<file path="src/rtl/uart_shadow_pkg.sv">
package uart_shadow_pkg;

   // =====================================================================
   // register map
   // =====================================================================
   localparam logic [31:0] ALIAS_BASE_ADDR  = 32'h5000_1130;
   localparam logic [31:0] SHADOW5_ADDR     = 32'h5000_1144;
   localparam logic [31:0] ALIAS_SPAN       = 32'h0000_0040;
   localparam logic [31:0] CTRL_ADDR        = 32'h5000_1180;
   localparam logic [31:0] STAT_ADDR        = 32'h5000_1184;
   localparam logic [31:0] APB_ZERO         = 32'h0000_0000;

   // =====================================================================
   // field layout
   // =====================================================================
   localparam int          BYTE_W           = 8;
   localparam int          CTRL_FIFO_EN_BIT = 0;
   localparam int          CTRL_IR_BIT      = 1;
   localparam int          STAT_DR_BIT      = 0;
   localparam int          STAT_OVR_BIT     = 1;
   localparam int          STAT_TXFULL_BIT  = 2;
   localparam int          STAT_RXFULL_BIT  = 3;
   localparam int          STAT_TX_HOLDING_EMPTY_FLAG_BIT    = 5;

   // =====================================================================
   // reset values and depths
   // =====================================================================
   localparam logic [7:0]  DATA_RESET       = 8'h00;
   localparam int          FIFO_DEPTH_DEF   = 16;
   localparam int          OUT_BUF_DEPTH    = 2;

endpackage : uart_shadow_pkg

</file>
<file path="src/rtl/uart_shadow_data_port.sv">
`timescale 1ns/100ps
`default_nettype none

module uart_shadow_data_port
   import uart_shadow_pkg::*;
#(
   parameter int DEPTH = FIFO_DEPTH_DEF
) (
   // clock and reset
   input  wire  logic        core_clk_in,
   input  wire  logic        rst_n_in,
   // apb slave
   input  wire  logic        psel_in,
   input  wire  logic        penable_in,
   input  wire  logic        pwrite_in,
   input  wire  logic [31:0] paddr_in,
   input  wire  logic [31:0] pwdata_in,
   output logic       [31:0] prdata_out,
   output logic              pready_out,
   output logic              pslverr_out,
   // received bytes from the uart and infrared deserialisers
   input  wire  logic [7:0]  rx_uart_byte_in,
   input  wire  logic        rx_uart_valid_in,
   input  wire  logic [7:0]  rx_ir_byte_in,
   input  wire  logic        rx_ir_valid_in,
   // bytes to the serialiser
   output logic       [7:0]  tx_data_out,
   output logic              tx_valid_out,
   input  wire  logic        tx_ready_in,
   output logic              tx_ir_mode_out,
   // line status flags
   output logic              data_ready_flag_out,
   output logic              tx_holding_empty_flag_out,
   output logic              overrun_out
);

   localparam int AW = $clog2(DEPTH);
   localparam int CW = AW + 1;
   localparam logic [CW-1:0] CNT_FULL = CW'(DEPTH);
   localparam logic [CW-1:0] CNT_ONE  = CW'(1);
   localparam logic [CW-1:0] CNT_ZERO = CW'(0);
   localparam logic [AW-1:0] PTR_ONE  = AW'(1);
   localparam logic [AW-1:0] PTR_ZERO = AW'(0);
   localparam logic [1:0]    BUF_FULL = 2'(OUT_BUF_DEPTH);

   typedef struct packed {
      logic [DEPTH-1:0][BYTE_W-1:0] rx_mem;
      logic [AW-1:0]                rx_rd;
      logic [AW-1:0]                rx_wr;
      logic [CW-1:0]                rx_cnt;
      logic [DEPTH-1:0][BYTE_W-1:0] tx_mem;
      logic [AW-1:0]                tx_rd;
      logic [AW-1:0]                tx_wr;
      logic [CW-1:0]                tx_cnt;
      logic [1:0][BYTE_W-1:0]       obuf;
      logic [1:0]                   obuf_cnt;
      logic                         obuf_valid;
      logic                         fifo_en;
      logic                         ir_mode;
      logic                         overrun;
      logic                         dr;
      logic                         tx_holding_empty_flag;
      logic [31:0]                  prdata;
      logic                         pready;
      logic                         pslverr;
   } state_t;

   state_t s_r;
   state_t s_nxt;

   // =====================================================================
   // combinational helpers
   // =====================================================================
   logic              access;
   logic [31:0]       alias_off;
   logic              hit_data;
   logic              hit_ctrl;
   logic              hit_stat;
   logic              rx_pop;
   logic              tx_push;
   logic              rx_ev;
   logic [7:0]        rx_byte;
   logic              rx_full;
   logic              tx_full;
   logic              drain;
   logic              obuf_pop;
   logic [7:0]        rx_head;
   logic [7:0]        tx_head;
   logic [7:0]        wbyte;
   logic [1:0]        bcnt;
   logic [31:0]       status_word;

   always_comb begin
      s_nxt       = s_r;
      access      = psel_in && penable_in && !s_r.pready;
      alias_off   = paddr_in - ALIAS_BASE_ADDR;
      hit_data    = (alias_off < ALIAS_SPAN) && (alias_off[1:0] == 2'h0);
      hit_ctrl    = (paddr_in == CTRL_ADDR);
      hit_stat    = (paddr_in == STAT_ADDR);
      rx_pop      = access && !pwrite_in && hit_data && (s_r.rx_cnt != CNT_ZERO);
      tx_push     = access && pwrite_in && hit_data;
      rx_ev       = s_r.ir_mode ? rx_ir_valid_in : rx_uart_valid_in;
      rx_byte     = s_r.ir_mode ? rx_ir_byte_in : rx_uart_byte_in;
      rx_full     = s_r.fifo_en ? (s_r.rx_cnt == CNT_FULL) : (s_r.rx_cnt == CNT_ONE);
      tx_full     = s_r.fifo_en ? (s_r.tx_cnt == CNT_FULL) : (s_r.tx_cnt == CNT_ONE);
      rx_head     = s_r.rx_mem[s_r.rx_rd];
      tx_head     = s_r.tx_mem[s_r.tx_rd];
      wbyte       = pwdata_in[BYTE_W-1:0];
      drain       = (s_r.tx_cnt != CNT_ZERO) && (s_r.obuf_cnt != BUF_FULL);
      obuf_pop    = s_r.obuf_valid && tx_ready_in;
      status_word = APB_ZERO;
      status_word[STAT_DR_BIT]     = s_r.dr;
      status_word[STAT_OVR_BIT]    = s_r.overrun;
      status_word[STAT_TXFULL_BIT] = tx_full;
      status_word[STAT_RXFULL_BIT] = rx_full;
      status_word[STAT_TX_HOLDING_EMPTY_FLAG_BIT]   = s_r.tx_holding_empty_flag;

      // ==================================================================
      // apb answer, one wait state
      // ==================================================================
      s_nxt.pready  = access;
      s_nxt.pslverr = 1'b0;
      s_nxt.prdata  = APB_ZERO;
      if (access) begin
         if (!pwrite_in) begin
            if (hit_data) begin
               s_nxt.prdata[BYTE_W-1:0] = (s_r.rx_cnt != CNT_ZERO) ? rx_head : DATA_RESET;
            end else if (hit_ctrl) begin
               s_nxt.prdata[CTRL_FIFO_EN_BIT] = s_r.fifo_en;
               s_nxt.prdata[CTRL_IR_BIT]      = s_r.ir_mode;
            end else if (hit_stat) begin
               s_nxt.prdata = status_word;
            end else begin
               s_nxt.pslverr = 1'b1;
            end
         end else if (!(hit_data || hit_ctrl || hit_stat)) begin
            s_nxt.pslverr = 1'b1;
         end
      end

      // clear first, so an overrun raised in this cycle wins
      if (access && pwrite_in && hit_stat && pwdata_in[STAT_OVR_BIT]) begin
         s_nxt.overrun = 1'b0;
      end

      // ==================================================================
      // receive side
      // ==================================================================
      if (rx_pop) begin
         s_nxt.rx_rd  = s_r.fifo_en ? s_r.rx_rd + PTR_ONE : PTR_ZERO;
         s_nxt.rx_cnt = s_nxt.rx_cnt - CNT_ONE;
      end
      if (rx_ev) begin
         if (s_r.fifo_en) begin
            if (!rx_full || rx_pop) begin
               s_nxt.rx_mem[s_r.rx_wr] = rx_byte;
               s_nxt.rx_wr  = s_r.rx_wr + PTR_ONE;
               s_nxt.rx_cnt = s_nxt.rx_cnt + CNT_ONE;
            end else begin
               s_nxt.overrun = 1'b1;
            end
         end else begin
            s_nxt.rx_mem[PTR_ZERO] = rx_byte;
            s_nxt.rx_cnt           = CNT_ONE;
            if (rx_full && !rx_pop) begin
               s_nxt.overrun = 1'b1;
            end
         end
      end

      // ==================================================================
      // transmit side
      // ==================================================================
      if (drain) begin
         s_nxt.tx_rd  = s_r.fifo_en ? s_r.tx_rd + PTR_ONE : PTR_ZERO;
         s_nxt.tx_cnt = s_nxt.tx_cnt - CNT_ONE;
      end
      if (tx_push) begin
         if (s_r.fifo_en) begin
            if (!tx_full || drain) begin
               s_nxt.tx_mem[s_r.tx_wr] = wbyte;
               s_nxt.tx_wr  = s_r.tx_wr + PTR_ONE;
               s_nxt.tx_cnt = s_nxt.tx_cnt + CNT_ONE;
            end
         end else begin
            s_nxt.tx_mem[PTR_ZERO] = wbyte;
            s_nxt.tx_cnt           = CNT_ONE;
         end
      end

      // ==================================================================
      // two-entry output buffer towards the serialiser
      // ==================================================================
      bcnt = s_r.obuf_cnt;
      if (obuf_pop) begin
         s_nxt.obuf[0] = s_r.obuf[1];
         bcnt          = bcnt - 2'h1;
      end
      if (drain) begin
         // written byte heads for the line
         s_nxt.obuf[bcnt[0]] = tx_head;
         bcnt                = bcnt + 2'h1;
      end
      s_nxt.obuf_cnt   = bcnt;
      s_nxt.obuf_valid = (bcnt != 2'h0);

      // ==================================================================
      // control writes; the status overrun clear sits above
      // ==================================================================
      if (access && pwrite_in && hit_ctrl) begin
         s_nxt.ir_mode = pwdata_in[CTRL_IR_BIT];
         s_nxt.fifo_en = pwdata_in[CTRL_FIFO_EN_BIT];
         // switching fifo mode flushes both queues so pointers stay coherent
         if (pwdata_in[CTRL_FIFO_EN_BIT] != s_r.fifo_en) begin
            s_nxt.rx_rd  = PTR_ZERO;
            s_nxt.rx_wr  = PTR_ZERO;
            s_nxt.rx_cnt = CNT_ZERO;
            s_nxt.tx_rd  = PTR_ZERO;
            s_nxt.tx_wr  = PTR_ZERO;
            s_nxt.tx_cnt = CNT_ZERO;
         end
      end
      s_nxt.dr   = (s_nxt.rx_cnt != CNT_ZERO);
      s_nxt.tx_holding_empty_flag = (s_nxt.tx_cnt == CNT_ZERO);
   end

   // =====================================================================
   // state register
   // =====================================================================
   always_ff @(posedge core_clk_in) begin
      if (!rst_n_in) begin
         s_r      <= '0;
         s_r.tx_holding_empty_flag <= 1'b1;
      end else begin
         s_r <= s_nxt;
      end
   end

   assign prdata_out                = s_r.prdata;
   assign pready_out                = s_r.pready;
   assign pslverr_out               = s_r.pslverr;
   assign tx_data_out               = s_r.obuf[0];
   assign tx_valid_out              = s_r.obuf_valid;
   assign tx_ir_mode_out            = s_r.ir_mode;
   assign data_ready_flag_out       = s_r.dr;
   assign tx_holding_empty_flag_out = s_r.tx_holding_empty_flag;
   assign overrun_out               = s_r.overrun;

   // =====================================================================
   // assertions
   // =====================================================================
   apb_answer_a: assert property ( // apb timing
      @(posedge core_clk_in) disable iff (!rst_n_in)
      (psel_in && penable_in && !pready_out) |=> (pready_out ##1 !pready_out))
      else $error("apb answer not a one-cycle pulse after one wait");

   read_head_a: assert property (
      @(posedge core_clk_in) disable iff (!rst_n_in)
      rx_pop |=> (prdata_out[BYTE_W-1:0] == $past(rx_head)))
      else $error("data read did not return receive head");

   reserved_zero_a: assert property (
      @(posedge core_clk_in) disable iff (!rst_n_in)
      (access && !pwrite_in && hit_data) |=> (prdata_out[31:BYTE_W] == 24'h000000))
      else $error("reserved data bits not zero");

   nofifo_overrun_a: assert property (
      @(posedge core_clk_in) disable iff (!rst_n_in)
      (!s_r.fifo_en && rx_ev && rx_full && !rx_pop && !(access && pwrite_in))
      |=> (overrun_out && (s_r.rx_mem[0] == $past(rx_byte)) && data_ready_flag_out))
      else $error("unread byte not overwritten with overrun");

   rx_full_keep_a: assert property (
      @(posedge core_clk_in) disable iff (!rst_n_in)
      (s_r.fifo_en && rx_ev && rx_full && !rx_pop && !(access && pwrite_in))
      |=> (overrun_out && $stable(s_r.rx_mem) && (s_r.rx_cnt == CNT_FULL)))
      else $error("full receive fifo lost stored data");

   tx_holding_empty_flag_clear_a: assert property (
      @(posedge core_clk_in) disable iff (!rst_n_in)
      (!s_r.fifo_en && tx_push) |=> !tx_holding_empty_flag_out)
      else $error("holding empty still set after write");

   tx_accept_a: assert property (
      @(posedge core_clk_in) disable iff (!rst_n_in)
      (s_r.fifo_en && tx_push && !tx_full && !drain && !hit_ctrl)
      |=> (s_r.tx_cnt == $past(s_r.tx_cnt) + CNT_ONE))
      else $error("fifo write not accepted");

   tx_full_drop_a: assert property (
      @(posedge core_clk_in) disable iff (!rst_n_in)
      (s_r.fifo_en && tx_push && tx_full && !drain) |=> $stable(s_r.tx_mem))
      else $error("write into full transmit fifo stored");

   obuf_hold_a: assert property (
      @(posedge core_clk_in) disable iff (!rst_n_in)
      (tx_valid_out && !tx_ready_in) |=> (tx_valid_out && $stable(tx_data_out)))
      else $error("output byte changed while stalled");

   hold_overwrite_a: assert property (
      @(posedge core_clk_in) disable iff (!rst_n_in)
      (!s_r.fifo_en && tx_push) |=> (s_r.tx_mem[0] == $past(pwdata_in[BYTE_W-1:0])))
      else $error("held byte not replaced by write");

   rx_head_keep_a: assert property (
      @(posedge core_clk_in) disable iff (!rst_n_in)
      (s_r.fifo_en && rx_ev && !rx_pop && (s_r.rx_cnt != CNT_ZERO) && !(access && pwrite_in))
      |=> (rx_head == $past(rx_head)))
      else $error("new byte displaced receive head");

   rx_ready_a: assert property (
      @(posedge core_clk_in) disable iff (!rst_n_in)
      (rx_ev && !(access && pwrite_in)) |=> data_ready_flag_out)
      else $error("data ready not raised on arrival");

endmodule : uart_shadow_data_port

`default_nettype wire

</file>
<file path="config.mk">
export PLATFORM = sky130hd
export DESIGN_NAME = uart_shadow_data_port
export DESIGN_NICKNAME = d
export VERILOG_FILES = /design/src/rtl/uart_shadow_pkg.sv /design/src/rtl/uart_shadow_data_port.sv
export SDC_FILE = /design/constraint.sdc
export NUM_CORES = 1
export LEC_CHECK = 0
export BUFFER_PORTS_ARGS = -buffer_cell sky130_fd_sc_hd__buf_2
export CORE_MARGIN = 4
export CORE_UTILIZATION = 43
export CTS_BUF_LIST = sky130_fd_sc_hd__clkbuf_16
export DETAILED_ROUTE_END_ITERATION = 7
export MAX_ROUTING_LAYER = met4
export PLACE_DENSITY = 0.59
export SLEW_MARGIN = 20
export SYNTH_ARGS = -nofsm -noshare
export SYNTH_HDL_FRONTEND = slang
export SYNTH_SLANG_ARGS = --single-unit
</file>
<file path="constraint.sdc">
create_clock -name core_clk_in -period 7.8 [get_ports core_clk_in]
set_input_delay 0.39 -clock core_clk_in [delete_from_list [all_inputs] [get_ports core_clk_in]]
set_output_delay 0.39 -clock core_clk_in [all_outputs]
set_load 0.05 [all_outputs]
</file>
* Word level (Yosys, flattened, before mapping)
Cells that the tools add are included.
** Word-level totals
- Bits in registers :: 340
- Latch bits :: 0
- Bits in writable memories :: 0
- Memory bits (read-only) :: 0
- Input bits :: 88
- Logic and storage cells :: 180
- Memories :: 0
** Operators by class
- Add/subtract/negate cells :: 11
- Multipliers :: 0
- Divide/modulo/power cells :: 0
- Magnitude comparators :: 9
- Equal/unequal tests :: 10
- Shift operators :: 0
- Multiplexer cells :: 58
- Bitwise gates (word level) :: 2
- Reduce and logical (&&, ||, !) cells :: 39
** Operators by type and width (number)
- $bwmux 128 :: 2
- $mux 8 :: 14
- $bmux 8 s4 :: 2
- $demux 8 s4 :: 2
- $eq 32x31->1 const B :: 2
- $mux 13 :: 4
- $mux 9 :: 4
- $lt 32x7->1 const B :: 1
- $sub 32x31->32 const B :: 1
- $mux 4 :: 7
- $lt 4x5->1 const B :: 4
- $mux 5 :: 4
- $logic_and 1x1->1 :: 17
- $add 4x1->4 const B :: 4
- $bwmux 16 :: 1
- $reduce_bool 5->1 :: 3
- $mux 1 :: 13
- $add 5x1->5 const B :: 2
- $eq 5x1->1 const B :: 2
- $eq 5x5->1 const B :: 2
- $sub 5x1->5 const B :: 2
- $demux 8 s1 :: 1
- $ge 4x1->1 const B :: 2
- $mux 2 :: 3
- 18 further kinds :: 30

* Longest topological paths before layout
Gate-level depths: netlist (run 1).
- Word-level depth :: 13
- Depth in mapped cells :: 17
- Gate-level depth less buffers :: 15

* Worst setup path after synthesis (run 1)
No wires, ideal clock.
- Path kind :: input-to-reg
- Start point :: input paddr_in[11]
- End point :: register s_r (netlist bit data_ready_flag_out)
- Data arrival time :: 3.934 ns
- Data required time :: 7.666 ns
- Setup slack :: 3.732 ns
- Stages :: 15
- Buffers on the path :: 1
- Path through :: or3_4 > or4b_1 > or4_1 > a211o_1 > or4_4 > clkbuf_1 > nand2_1 > nand2_1 > ha_1 > nand2_1 > nor3_1 > mux2i_1 > xnor2_1 > nor2_1 > or4_1
** On the way
- Word-level cells in the longest chain between the ends :: 13
- Elaborated cells between the ends (all ways) :: 16
** RTL lines
- start, declared :: line uart_shadow_data_port.sv:16 : input wire logic [31:0] paddr_in,
- $sub 32x31->32 :: line uart_shadow_data_port.sv:96 : alias_off = paddr_in - ALIAS_BASE_ADDR;
- $lt 32x7->1 :: line uart_shadow_data_port.sv:97 : hit_data = (alias_off < ALIAS_SPAN) && (alias_off[1:0] == 2'h0);
- $logic_and 1x1->1 :: line uart_shadow_data_port.sv:97
- $logic_and 1x1->1 (2 in a row) :: line uart_shadow_data_port.sv:100 : rx_pop = access && !pwrite_in && hit_data && (s_r.rx_cnt != CNT_ZERO);
- $mux 5 :: line uart_shadow_data_port.sv:149 : if (rx_pop) begin
- $add 5x1->5 :: line uart_shadow_data_port.sv:158 : s_nxt.rx_cnt = s_nxt.rx_cnt + CNT_ONE;
- $mux 9 :: line uart_shadow_data_port.sv:155 : if (!rx_full || rx_pop) begin
- $mux 5 :: line uart_shadow_data_port.sv:154 : if (s_r.fifo_en) begin
- $mux 9 :: line uart_shadow_data_port.sv:153 : if (rx_ev) begin
- $mux 13 :: line uart_shadow_data_port.sv:214 : if (pwdata_in[CTRL_FIFO_EN_BIT] != s_r.fifo_en) begin
- $mux 13 * :: line uart_shadow_data_port.sv:210 : if (access && pwrite_in && hit_ctrl) begin
- $reduce_bool 5->1 * :: line uart_shadow_data_port.sv:223 : s_nxt.dr = (s_nxt.rx_cnt != CNT_ZERO);
- end signal, assigned :: line uart_shadow_data_port.sv:235 : s_r <= s_nxt;
- end, declared :: line uart_shadow_data_port.sv:68 : state_t s_r;
Mark *: on every way between the ends. The rest lies on a longest branch, timed or not.
A chain may end at the register's enable or synchronous reset.

* Worst setup path in the final report (run 1)
- Start point :: register s_r[199] (netlist bit)
- End point :: register s_r[235] (netlist bit)
** On the way
- Word-level cells in the longest chain between the ends :: 5
- Elaborated cells between the ends (all ways) :: 8
** RTL lines
- $eq 5x1->1 / $eq 5x5->1 (equally long branches) :: line uart_shadow_data_port.sv:104 : rx_full = s_r.fifo_en ? (s_r.rx_cnt == CNT_FULL) : (s_r.rx_cnt == CNT_ONE);
- $mux 1 :: line uart_shadow_data_port.sv:104
- $logic_not 1->1 :: line uart_shadow_data_port.sv:155
- $logic_or 1x1->1 * :: line uart_shadow_data_port.sv:155
- $reduce_and 3->1 (no line) *
Marks and branches as above.

==> results.md, run 1 <==
- Global routing consumed, on the met1 layer, 30.9% of the routing resources.
- Setup total negative slack on the finished layout was measured at 0 ns.
- The path class of the tightest hold or removal check is in -> reg.
- For this run, the top clock speed supported by timing is about 0.24 GHz.
- The global routing usage on met3 is 3.29%.
- The share of flip-flops with an asynchronous set or reset after synthesis is 0%.
- Of all cell types, the one taking the most synthesized area is dfxtp_1.
- Entering global routing, the biggest net connects 159 pins.
- The count of max-cap constraint violations is 0.
- The post-synth design cell area is 0.0157 mm².
- The number of placed instances with taps included is 2111.
- Summed over all layers, the global routing overflow is 0.
- The row count is 69.
- The count of final hold-check violations came to 0.
- Summed over all cells, the static leakage comes to 7.30 nW.
- The part of the Yosys area used for sequential elements is 40.2%.
- The final routed wire length divided by cell count is 19.6 µm.
- The worst setup path is of the reg -> reg kind.
- The headroom to the max-slew limit is 29.1%.
- The max-slew violation count is 0.
- The placed standard-cell area is 0.0161 mm².
- The final period utilization is about 54%.
- met2 is the most crowded layer.
- The post-route netlist has about 14% of its cells at a drive strength greater than 1.
- In this run the biggest area consumer among cell types represents between 40% and 50% of the synthesized area.
- The floorplan die area is a little under 0.04 mm².
- The signed area change from the synthesized netlist to the final layout is 9.31%.
- The area of the core is 0.0358 mm².
- After routing the design area is about 0.017 mm².
- The leading register cell type out of synthesis is dfxtp_1.
- No sink is reached through more buffers than the 3 on the longest clock path.
- The H-tree was split into 2 levels.
- The element type at the critical path start is a register.
- After detailed routing, the number of vias per cell comes to about 5.7.
- The post-CTS setup-driven buffer insertion count is 0.
- The power density over the cells is 223 mW/mm².
- The filler-free cell count of the finished design is between 2000 and 2500.
- The count of buffers added on input and output ports is 86.
- Synthesis instantiated 76 different standard cells from the library.
- In the synthesized netlist, the cells that appear most often are nand2_1, dfxtp_1, a21boi_0, o211a_1, mux2i_1.
- After the first detailed-routing iteration, the DRC count stood at between 900 and 1000.
- The number of remaining DRC errors is 0.
- 0 antenna diodes ended up in the layout.
- The tree built by TritonCTS fans out to 316 sinks.
- Routability-driven placement finished with a final weighted congestion of 0.868.
- Synthesis inferred approximately 320 register bits.
- Yosys instantiated no cell more often than nand2_1.
- Yosys attributes the largest share of cell area to dfxtp_1, nand2_1, mux4_2, o211a_1, mux2i_1.
- The flow ran to the end, and the final reports show no timing, DRC or antenna violations.
- Once detail routing completed, the nets flagged for antenna violations numbered 0.
- The buffer cell driving the clock tree root is clkbuf_16.
- The wire length reported by the detailed router is 42600 µm.
- The maximum vdd drop is 0.120 mV.
- The arrival time of the worst setup path is 4.63 ns.
- The slew of the pin with the lowest slew margin is 1.03 ns.
- The starting density of the core is 43.9%.
- Before antenna repair, the detailed router went through 5 iterations.
- The final route contains approximately 12000 vias.
- At the end of the flow, the number of nets in the layout was 1794.
- The beginning of the critical path is s_r[199].
- Setup violations remaining at the end of the flow were counted as 0.
- The hold path startpoint is pwrite_in.
- The count of flip-flops with a built-in enable after synthesis is 0.
- Counting I/O delays and the setup requirement, the final critical path takes about 4.2 ns.
- TritonCTS built the clock tree.
- The CTS clock-pin slew for the worst setup and hold paths is 0.06 ns.
- After legalization and detailed placement, the total HPWL measured around 27000 µm.
- The number of antenna violations at the first check in global routing is 0.
- The floorplan step set the die width to around 200 µm.
- The number of clock buffers added by TritonCTS is 36.
- The number of warning messages in the yosys log is 0.
- After clock tree synthesis, the flow added hold-fix buffers numbering 0.
- In this run, post-CTS repair resized a total of 0 instances.
- The number of placed I/O pins is around 140.
- Of all nets on the critical path, the largest fanout is 17.
- The gate count of the mapped netlist is 1699.
- The endpoint type of the worst setup path is a register.
- The clock latency at the later pin of the worst-skew pair is 0.54 ns.
- In this run the register-to-register setup slack is 3.56 ns.
- Setup repair after global routing left no endpoint under its margin.
- The data required time of the critical path is between 8 and 9 ns.
- The overall track demand over capacity in global routing is 21.7%.
- The launch point of the worst reg-to-reg path is s_r[199].
- Measured along the y axis, the die boundary spans roughly 200 µm.
- The mean instance size in the synthesized netlist is 9.26 µm².
- Global routing used 32.9% of the available met2 tracks.
- The first global-routing pass estimated about 67000 µm of wire.
- The setup clock skew after layout is 0.0128 ns.
- The number of global-route vias before repair is 11900.
[final timing paths]
check / end / cells after the start
max: s_r[235] / 10
min: prdata_out[5] / 3
max reg2reg: s_r[235] / 10
min reg2reg: s_r[331] / 2
[logic make-up (layout without fill, tap and decap cells)]
group | after synthesis | in the layout | share of synthesized area, %
AO/OA/AOI/OAI | 378 | 378 | 18.3
XOR/XNOR | 15 | 15 | 0.835
other | 1 | 24 | 0.0238
buffers and inverters | 191 | 180 | 5.87
adder cells (fa/ha/maj) | 18 | 18 | 1.43
flip-flops | 316 | 316 | 40.2
AND/OR/NAND/NOR | 628 | 628 | 19.5
multiplexers | 152 | 152 | 13.7
[metal layers]
metal	vias to the layer above	part of all wire (%)
met1	6025	47
met5	-	0
li1	6005	-
met3	50	6.8
met4	0	1.8
met2	373	45
[worst max-delay path: stages, from the launching register on]
cell	delay (ns)
dfxtp_1	0.48
inv_1	0.15
ha_1	0.33
nor4b_1	0.21
nor4_1	0.34
nand3_1	0.25
nor4_4	0.66
o21ai_4	0.35
or4_1	1.00
nand3_1	0.27
o21ai_2	0.07
[per-stage QoR]
stage / power [W] / worst slack [ns] / util, % / hold WS, ns
after detailed placement: 0.00230 / 3.15 / 45.0 / 0.449
after CTS: 0.00385 / 3.55 / 48.0 / 0.172
after floorplan: 0.00214 / 3.73 / - / 0.434
final: 0.00383 / 3.56 / 48.0 / 0.198
after global routing: 0.00398 / 3.32 / 48.0 / 0.199
after global placement: 0.00229 / 3.17 / 45.0 / 0.444
[registers in the layout, summed over array words and instances (netlist names)]
name                       cells
s_r                          293
prdata_out                     8
tx_data_out                    8
data_ready_flag_out            1
overrun_out                    1
pready_out                     1
pslverr_out                    1
tx_holding_empty_flag_out      1
tx_ir_mode_out                 1
tx_valid_out                   1
[where the power goes]
group          switching (W)  internal, W
Combinational       0.000400     0.000181
Clock               0.000665     0.000886
Sequential         0.0000319      0.00166
[layout by cell type, fill, tap and decap left out, types with 11 or more instances in the layout]
cell         n
nand2_1    329
dfxtp_1    314
a21boi_0    96
o211a_1     96
mux2i_1     91
nand3_1     89
buf_2       85
mux4_2      50
o21ai_0     48
a21oi_1     43
nor2b_1     43
nor2_1      40
clkbuf_16   37
conb_1      24
inv_1       23
and3_1      20
ha_1        18
nand2b_1    17
a22oi_1     16
buf_4       16
nor3_1      14
o21ai_1     12
clkinv_1    11
[final cells by class]
type                            instances  area, µm²
Fill cell                            3341      18600
Clock inverter                         24        130
Multi-Input combinational cell       1215       8590
Inverter                               16       60.1
Sequential cell                       316       6330
Timing Repair Buffer                  103        577
Tap cell                              461        577
Clock buffer                           37        926
(Power assumes the default switching activity.)
==> run 2: changes to the inputs <==
Settings changed: PLACE_DENSITY 0.59 to 0.61.
Clock period 7.8 ns to 3.5 ns, I/O delays scaled along.
==> results.md, run 2 (synthesis results as in run 1) <==
- The number of flip-flops under the largest register name was 293 (unchanged).
- The slew of the pin with the lowest slew margin is 0.909 ns (was 1.03 ns).
- The row count is 69 (unchanged).
- The proportion of layout cells with a drive suffix above 1 is 18.9% (was 14.4%).
- The clock tree from TritonCTS is done (unchanged).
- The number of placed instances with taps included is 2193 (was 2111).
- The setup clock skew after layout was 0.0220 ns (was 0.0128 ns).
- The final core area utilization is 50.4% (was 48.0%).
- The maximum number of pins on one net before global-route repair is 105 (was 159).
- The combinational share of power is 15.0% (was 15.2%).
- The H-tree depth reported by CTS is 2 (unchanged).
- The count of fill cells added during filler insertion is 3331 (was 3341).
- The number of detailed-route iterations in the first pass came to 5 (unchanged).
- The count of vias placed by the detailed router is 12800 (was 12500).
- The power density over the cells came to 484 mW/mm² (was 223 mW/mm²).
- The number of antenna violations at the first check in global routing was 1 (was 0).
- The floorplan die area is 0.0397 mm² (unchanged).
- The switching power as a share of total power is 28.2% (was 28.7%).
- The post-detailed-route via-to-cell ratio was 5.65 (was 5.73).
- The number of remaining DRC errors is 0 (unchanged).
- The internal portion of total power was 0.00628 W (was 0.00273 W).
- The max-slew violation count is 0 (unchanged).
- The buffer cell driving the clock tree root is clkbuf_16 (unchanged).
- The top fanout value on the critical path is 3 (was 17).
- The final layout net count is 1878 (was 1794).
- The arrival time of the worst setup path is 3.68 ns (was 4.63 ns).
- Most used cells in the layout excluding fill and tap cells: nand2_1, dfxtp_1, a21boi_0, o211a_1, mux2i_1 (unchanged).
- The filler-free cell count of the finished design was 2258 (was 2172).
- The number of global-route vias before repair is 12300 (was 11900).
- The most common cell after layout, fill and taps aside was nand2_1 (unchanged).
- The width of the die is 199 µm (unchanged).
- The sum of net half-perimeters after detailed placement was 29300 µm (was 27200 µm).
- The TritonCTS sink count is 316 (unchanged).
- The path type of the worst setup path is reg -> reg (unchanged).
- The most flop-heavy register is s_r (unchanged).
- The residual overflow from global routing is 0 (unchanged).
- The final count of negative-setup-slack endpoints was 0 (unchanged).
- The endpoint type of the worst setup path was a register (unchanged).
- The CTS buffer count is 35 (was 36).
- The overall track demand over capacity in global routing is 22.3% (was 21.7%).
- The worst min-delay path class is in -> reg (unchanged).
- The maximum vdd drop is 0.266 mV (was 0.120 mV).
- The data required time of the critical path came to 3.90 ns (was 8.19 ns).
- The final cell area excluding filler cells is 0.0181 mm² (was 0.0172 mm²).
- The headroom to the max-slew limit is 39.3% (was 29.1%).
- The final period utilization is 93.6% (was 54.4%).
- The wire length reported by the detailed router is 43700 µm (was 42600 µm).
- The highest clock rate is 0.305 GHz (was 0.236 GHz).
- The die extent in y was 199 µm (unchanged).
- The time the worst path needs with I/O delays and setup is 3.28 ns (was 4.24 ns).
- The number of diodes is 0 (unchanged).
- The first-pass GRT wire length is 68400 µm (was 66800 µm).
- The area of the core came to 0.0358 mm² (unchanged).
- The number of port buffers is 86 (unchanged).
- The placer's final routability congestion estimate is 0.854 (was 0.868).
- The starting density of the core is 43.9% (unchanged).
- The CTS clock-pin slew for the worst setup and hold paths is 0.06 ns (about the same).
- The clock latency at the later pin of the worst-skew pair is 0.54 ns (about the same).
- Run status: finished, final reports clean (unchanged).
- The count of final hold-check violations is 0 (unchanged).
- The proportion of power drawn by the clock network is 41.7% (was 40.5%).
- The placed standard-cell area is 0.0169 mm² (was 0.0161 mm²).
- The minimum setup slack among reg-to-reg paths is 0.22 ns (was 3.56 ns).
- The count of max-cap constraint violations was 0 (unchanged).
- The sequential group share of total power is 43.3% (was 44.3%).
- The element type at the critical path start is a register (unchanged).
- The signed area change from the synthesized netlist to the final layout was 14.9% (was 9.31%).
- The remaining number of nets flagged by the antenna check after routing is 0 (unchanged).
- The number of placed I/O pins came to 135 (unchanged).
- The standby leakage power is 7.76 nW (was 7.30 nW).
- The initial DRC count is 972 (was 945).
- The net switching power figure is 0.00246 W (was 0.00110 W).
- The final routed wire length divided by cell count is 19.3 µm (was 19.6 µm).
- The maximum root-to-sink buffer count is 3 (unchanged).
[run 2: changes by cell type in the layout (fill, tap and decap cells not counted), moves of 5 or more]
cell,delta
buf_12,+14
clkinv_1,-6
clkinv_2,+6
inv_1,-5
buf_4,+70
[run 2: through the flow]
| step | total power, W | TNS (ns) | hold slack, ns | setup WS (ns) |
|---|---|---|---|---|
| finish | 0.00874 | 0 | 0.0583 | 0.222 |
| global route | 0.00910 | -0.00867 | 0.0718 | -0.00867 |
| global placement | 0.00514 | -0.252 | 0.446 | -0.185 |
| CTS | 0.00882 | 0 | 0.0385 | 0.0279 |
| detailed placement | 0.00516 | -1.52 | 0.446 | -0.191 |
| floorplan | 0.00478 | -0.250 | 0.314 | -0.250 |
[run 2: layout make-up]
cell class	count	area [µm²]	share of cell area, %
Multi-Input combinational cell	1215	8580	47.5
Clock buffer	35	876	4.85
Sequential cell	316	6330	35.0
Timing Repair Buffer	188	1390	7.71
Clock inverter	27	250	1.39
Tap cell	461	577	3.19
Inverter	16	60.1	0.332
[run 2: critical path: stages (launching register included)]
cell     delay, ns
dfxtp_1       0.32
inv_1         0.05
ha_1          0.22
nor4b_1       0.18
nor4_1        0.33
nand3_1       0.23
or4_4         0.59
nand2_1       0.08
nand2_1       0.05
ha_1          0.18
nand2_2       0.07
nor3_1        0.05
mux2i_1       0.16
xnor2_1       0.13
nor2_1        0.06
or4_1         0.46
[run 2: routing by layer]
metal  GRT usage (%)  share of wire, %
met5               -                 0
met4            6.33               2.4
met3            3.88               6.5
met2            33.8                45
met1            30.8                46
[run 2: path summary, 6_finish.rpt]
kind,to,startpoint,cells past startpoint
max,data_ready_flag_out,s_r[199],15
min reg2reg,s_r[233],s_r[233],2
max reg2reg,data_ready_flag_out,s_r[199],15
min,prdata_out[5],paddr_in[2],3
[run 2: power by group through the flow]
| stage | Combinational [W] | Sequential, W | Clock (W) |
|---|---|---|---|
| floorplan | 0.000893 | 0.00389 | 0 |
| global placement | 0.00128 | 0.00386 | 0 |
| detailed placement | 0.00130 | 0.00386 | 0 |
| CTS | 0.00130 | 0.00378 | 0.00373 |
| global route | 0.00144 | 0.00379 | 0.00387 |
| finish | 0.00131 | 0.00378 | 0.00365 |
[run 2: timing repair]
action	in CTS	in global routing
buffers inserted	0	2
hold buffers	1	0
gates resized for setup	0	2
endpoints found under the setup margin	0	1
hold endpoints to repair	2	0
==> run 3: changes to the inputs <==
Settings changed: PLACE_DENSITY 0.61 to 0.59.
Clock period 3.5 ns to 4.1 ns, I/O delays scaled along.
==> results.md, run 3 (synthesis results as in run 1) <==
- The met2 usage came to 33.1% (was 33.8%).
- The number of detailed-route iterations in the first pass is 6 (was 5).
- The maximum vdd drop came to 0.273 mV (was 0.266 mV).
- The path type of the worst setup path was reg -> reg (unchanged).
- The area of the core is 0.0358 mm² (unchanged).
- The TritonCTS sink count is 316 (unchanged).
- The die extent in y came to 199 µm (unchanged).
- The power density over the cells is 421 mW/mm² (was 484 mW/mm²).
- The kind of cell adding the most delay to the critical path is simple AND/OR/NAND/NOR gates (unchanged).
- The element type at the critical path start was a register (unchanged).
- The post-CTS setup-driven buffer insertion count came to 0 (unchanged).
- The count of max-cap constraint violations is 0 (unchanged).
- The signed area change from the synthesized netlist to the final layout was 11.3% (was 14.9%).
- The number of antenna violations at the first check in global routing is 0 (was 1).
- The H-tree depth reported by CTS is 2 (unchanged).
- The maximum single-stage delay on the critical path is 0.48 ns (was 0.59 ns).
- Run status: finished, final reports clean (unchanged).
- The wire length reported by the detailed router came to 43100 µm (was 43700 µm).
- The maximum number of pins on one net before global-route repair is 117 (was 105).
- The critical path buffer and inverter count came to 1 (unchanged).
- The final worst-path setup slack is 0.415 ns (was 0.222 ns).
- The row count is 69 (unchanged).
- The number of flip-flops under the largest register name is 293 (unchanged).
- The number of global-route vias before repair is 12000 (was 12300).
- The number of diodes is 0 (unchanged).
- The CTS clock-pin slew for the worst setup and hold paths is 0.06 ns (about the same).
- The arrival time of the worst setup path came to 4.07 ns (was 3.68 ns).
- The clock tree from TritonCTS was done (unchanged).
- The count of vias placed by the detailed router is 12700 (was 12800).
- The buffer cell driving the clock tree root is clkbuf_16 (unchanged).
- The standby leakage power came to 7.49 nW (was 7.76 nW).
- The starting density of the core is 43.9% (unchanged).
- The number of remaining DRC errors is 0 (unchanged).
- The slew of the pin with the lowest slew margin is 1.02 ns (was 0.909 ns).
- The post-placement setup slack is 0.146 ns (was -0.191 ns).
- The cell with the largest stage delay on the worst path is dfxtp_1 (was or4_4).
- The headroom to the max-slew limit is 32.0% (was 39.3%).
- The number of port buffers was 86 (unchanged).
- The initial DRC count came to 920 (was 972).
- The data required time of the critical path is 4.49 ns (was 3.90 ns).
- The worst min-delay path class was in -> reg (unchanged).
- The count of fill cells added during filler insertion came to 3317 (was 3331).
- The floorplan die area came to 0.0397 mm² (unchanged).
- The final routed wire length divided by cell count was 19.5 µm (was 19.3 µm).
- The endpoint type of the worst setup path is a register (unchanged).
- The placer's final routability congestion estimate is 0.899 (was 0.854).
- The final core area utilization is 48.8% (was 50.4%).
- The maximum root-to-sink buffer count is 3 (unchanged).
- Setup repair after global routing left no endpoint under its margin.
- The time the worst path needs with I/O delays and setup is 3.69 ns (was 3.28 ns).
- The overall track demand over capacity in global routing is 21.8% (was 22.3%).
- The final period utilization came to 89.9% (was 93.6%).
- The setup TNS is 0 ns (unchanged).
- The proportion of layout cells with a drive suffix above 1 is 16.4% (was 18.9%).
- The first-pass GRT wire length is 67300 µm (was 68400 µm).
- Cells along the critical path: inv_1 -> ha_1 -> nor4b_1 -> nor4_2 -> nand3_1 -> nor4_4 -> nor2_1 -> a21oi_1 -> ha_1 -> nand2_1 -> nor3_1 -> mux2i_1 -> xnor2_1 -> nor2_1 -> or4_1 (was inv_1 -> ha_1 -> nor4b_1 -> nor4_1 -> nand3_1 -> or4_4 -> nand2_1 -> nand2_1 -> ha_1 -> nand2_2 -> nor3_1 -> mux2i_1 -> xnor2_1 -> nor2_1 -> or4_1).
- The met1 track utilization from global routing was 31.2% (was 30.8%).
- The setup clock skew after layout is 0.0194 ns (was 0.0220 ns).
- The global routing usage on met3 is 3.12% (was 3.88%).
- The highest clock rate is 0.271 GHz (was 0.305 GHz).
- The most common cell after layout, fill and taps aside is nand2_1 (unchanged).
- The count of final hold-check violations is 0 (unchanged).
- Most used cells in the layout excluding fill and tap cells: nand2_1, dfxtp_1, a21boi_0, o211a_1, mux2i_1 (unchanged).
- The final layout net count is 1829 (was 1878).
- The max-slew violation count is 0 (unchanged).
- The remaining number of nets flagged by the antenna check after routing was 0 (unchanged).
- The sum of net half-perimeters after detailed placement was 28100 µm (was 29300 µm).
- The CTS buffer count was 36 (was 35).
- The number of placed I/O pins is 135 (unchanged).
- The final count of negative-setup-slack endpoints is 0 (unchanged).
- The clock latency at the later pin of the worst-skew pair is 0.53 ns (was 0.54 ns).
- The width of the die is 199 µm (unchanged).
- The residual overflow from global routing was 0 (unchanged).
- The global-route layer with the greatest usage was met2 (unchanged).
- The post-detailed-route via-to-cell ratio was 5.73 (was 5.65).
- The most flop-heavy register is s_r (unchanged).
- The top fanout value on the critical path is 9 (was 3).
-- run 3: changes by cell type in the layout (fill, tap and decap cells not counted), moves of 2 or more --
| cell | change |
|---|---|
| clkinv_8 | +3 |
| buf_4 | -35 |
| clkinvlp_4 | -2 |
| clkinv_1 | +2 |
| buf_12 | -14 |
| inv_6 | -3 |
| clkinv_4 | -2 |
| inv_1 | +3 |
| bufinv_16 | -2 |
-- run 3: timing repair --
action / CTS / global route
hold buffers: 0 / 0
setup endpoints to repair: 0 / 1
resized for setup: 0 / 1
-- run 3: final timing paths --
| kind | start | to | slack, ns | depth (start not counted) |
|---|---|---|---|---|
| setup reg to reg | s_r[199] | data_ready_flag_out | 0.41 | 15 |
| hold / removal | pwrite_in | prdata_out[5] | 0.04 | 3 |
| hold reg to reg | s_r[88] | s_r[88] | 0.46 | 2 |
| setup / recovery | s_r[199] | data_ready_flag_out | 0.41 | 15 |
-- run 3: metal layers --
metal / vias up / part of all wire (%)
li1: 6070 / -
met1: 6137 / 48
met2: 389 / 44
met3: 62 / 6.6
met4: 0 / 1.9
met5: - / 0
-- run 3: final cells by class --
| cell class | count | area (µm²) | share of cell area, % |
|---|---|---|---|
| Clock buffer | 36 | 901 | 5.15 |
| Clock inverter | 27 | 204 | 1.17 |
| Inverter | 16 | 60.1 | 0.343 |
| Multi-Input combinational cell | 1215 | 8580 | 49.1 |
| Sequential cell | 316 | 6330 | 36.2 |
| Tap cell | 461 | 577 | 3.30 |
| Timing Repair Buffer | 138 | 840 | 4.80 |
-- run 3: worst reg2reg max path, delay by kind of cell (launching register included) --
family,cells,cell delay [ns]
AO/OA/AOI/OAI,1,0.19
XOR/XNOR,1,0.15
adder cells (fa/ha/maj),2,0.42
buffers and inverters,1,0.16
flip-flops,1,0.48
multiplexers,1,0.11
AND/OR/NAND/NOR,9,2.05
-- run 3: per-stage QoR --
stage / instances / area, µm² / hold WS, ns / total power, W
4_1_cts: 2209 / 17500 / 0.00679 / 0.00742
3_5_place_dp: 2146 / 16400 / 0.453 / 0.00439
6_report: 2209 / 17500 / 0.0375 / 0.00736
2_1_floorplan: 1722 / 15800 / 0.344 / 0.00408
3_3_place_gp: 2146 / 16400 / 0.443 / 0.00436
5_1_grt: 2209 / 17500 / 0.0334 / 0.00767
-- run 3: power breakdown --
| group | switching (W) | internal (W) |
|---|---|---|
| Sequential | 0.0000600 | 0.00317 |
| Combinational | 0.000758 | 0.000350 |
| Clock | 0.00130 | 0.00173 |
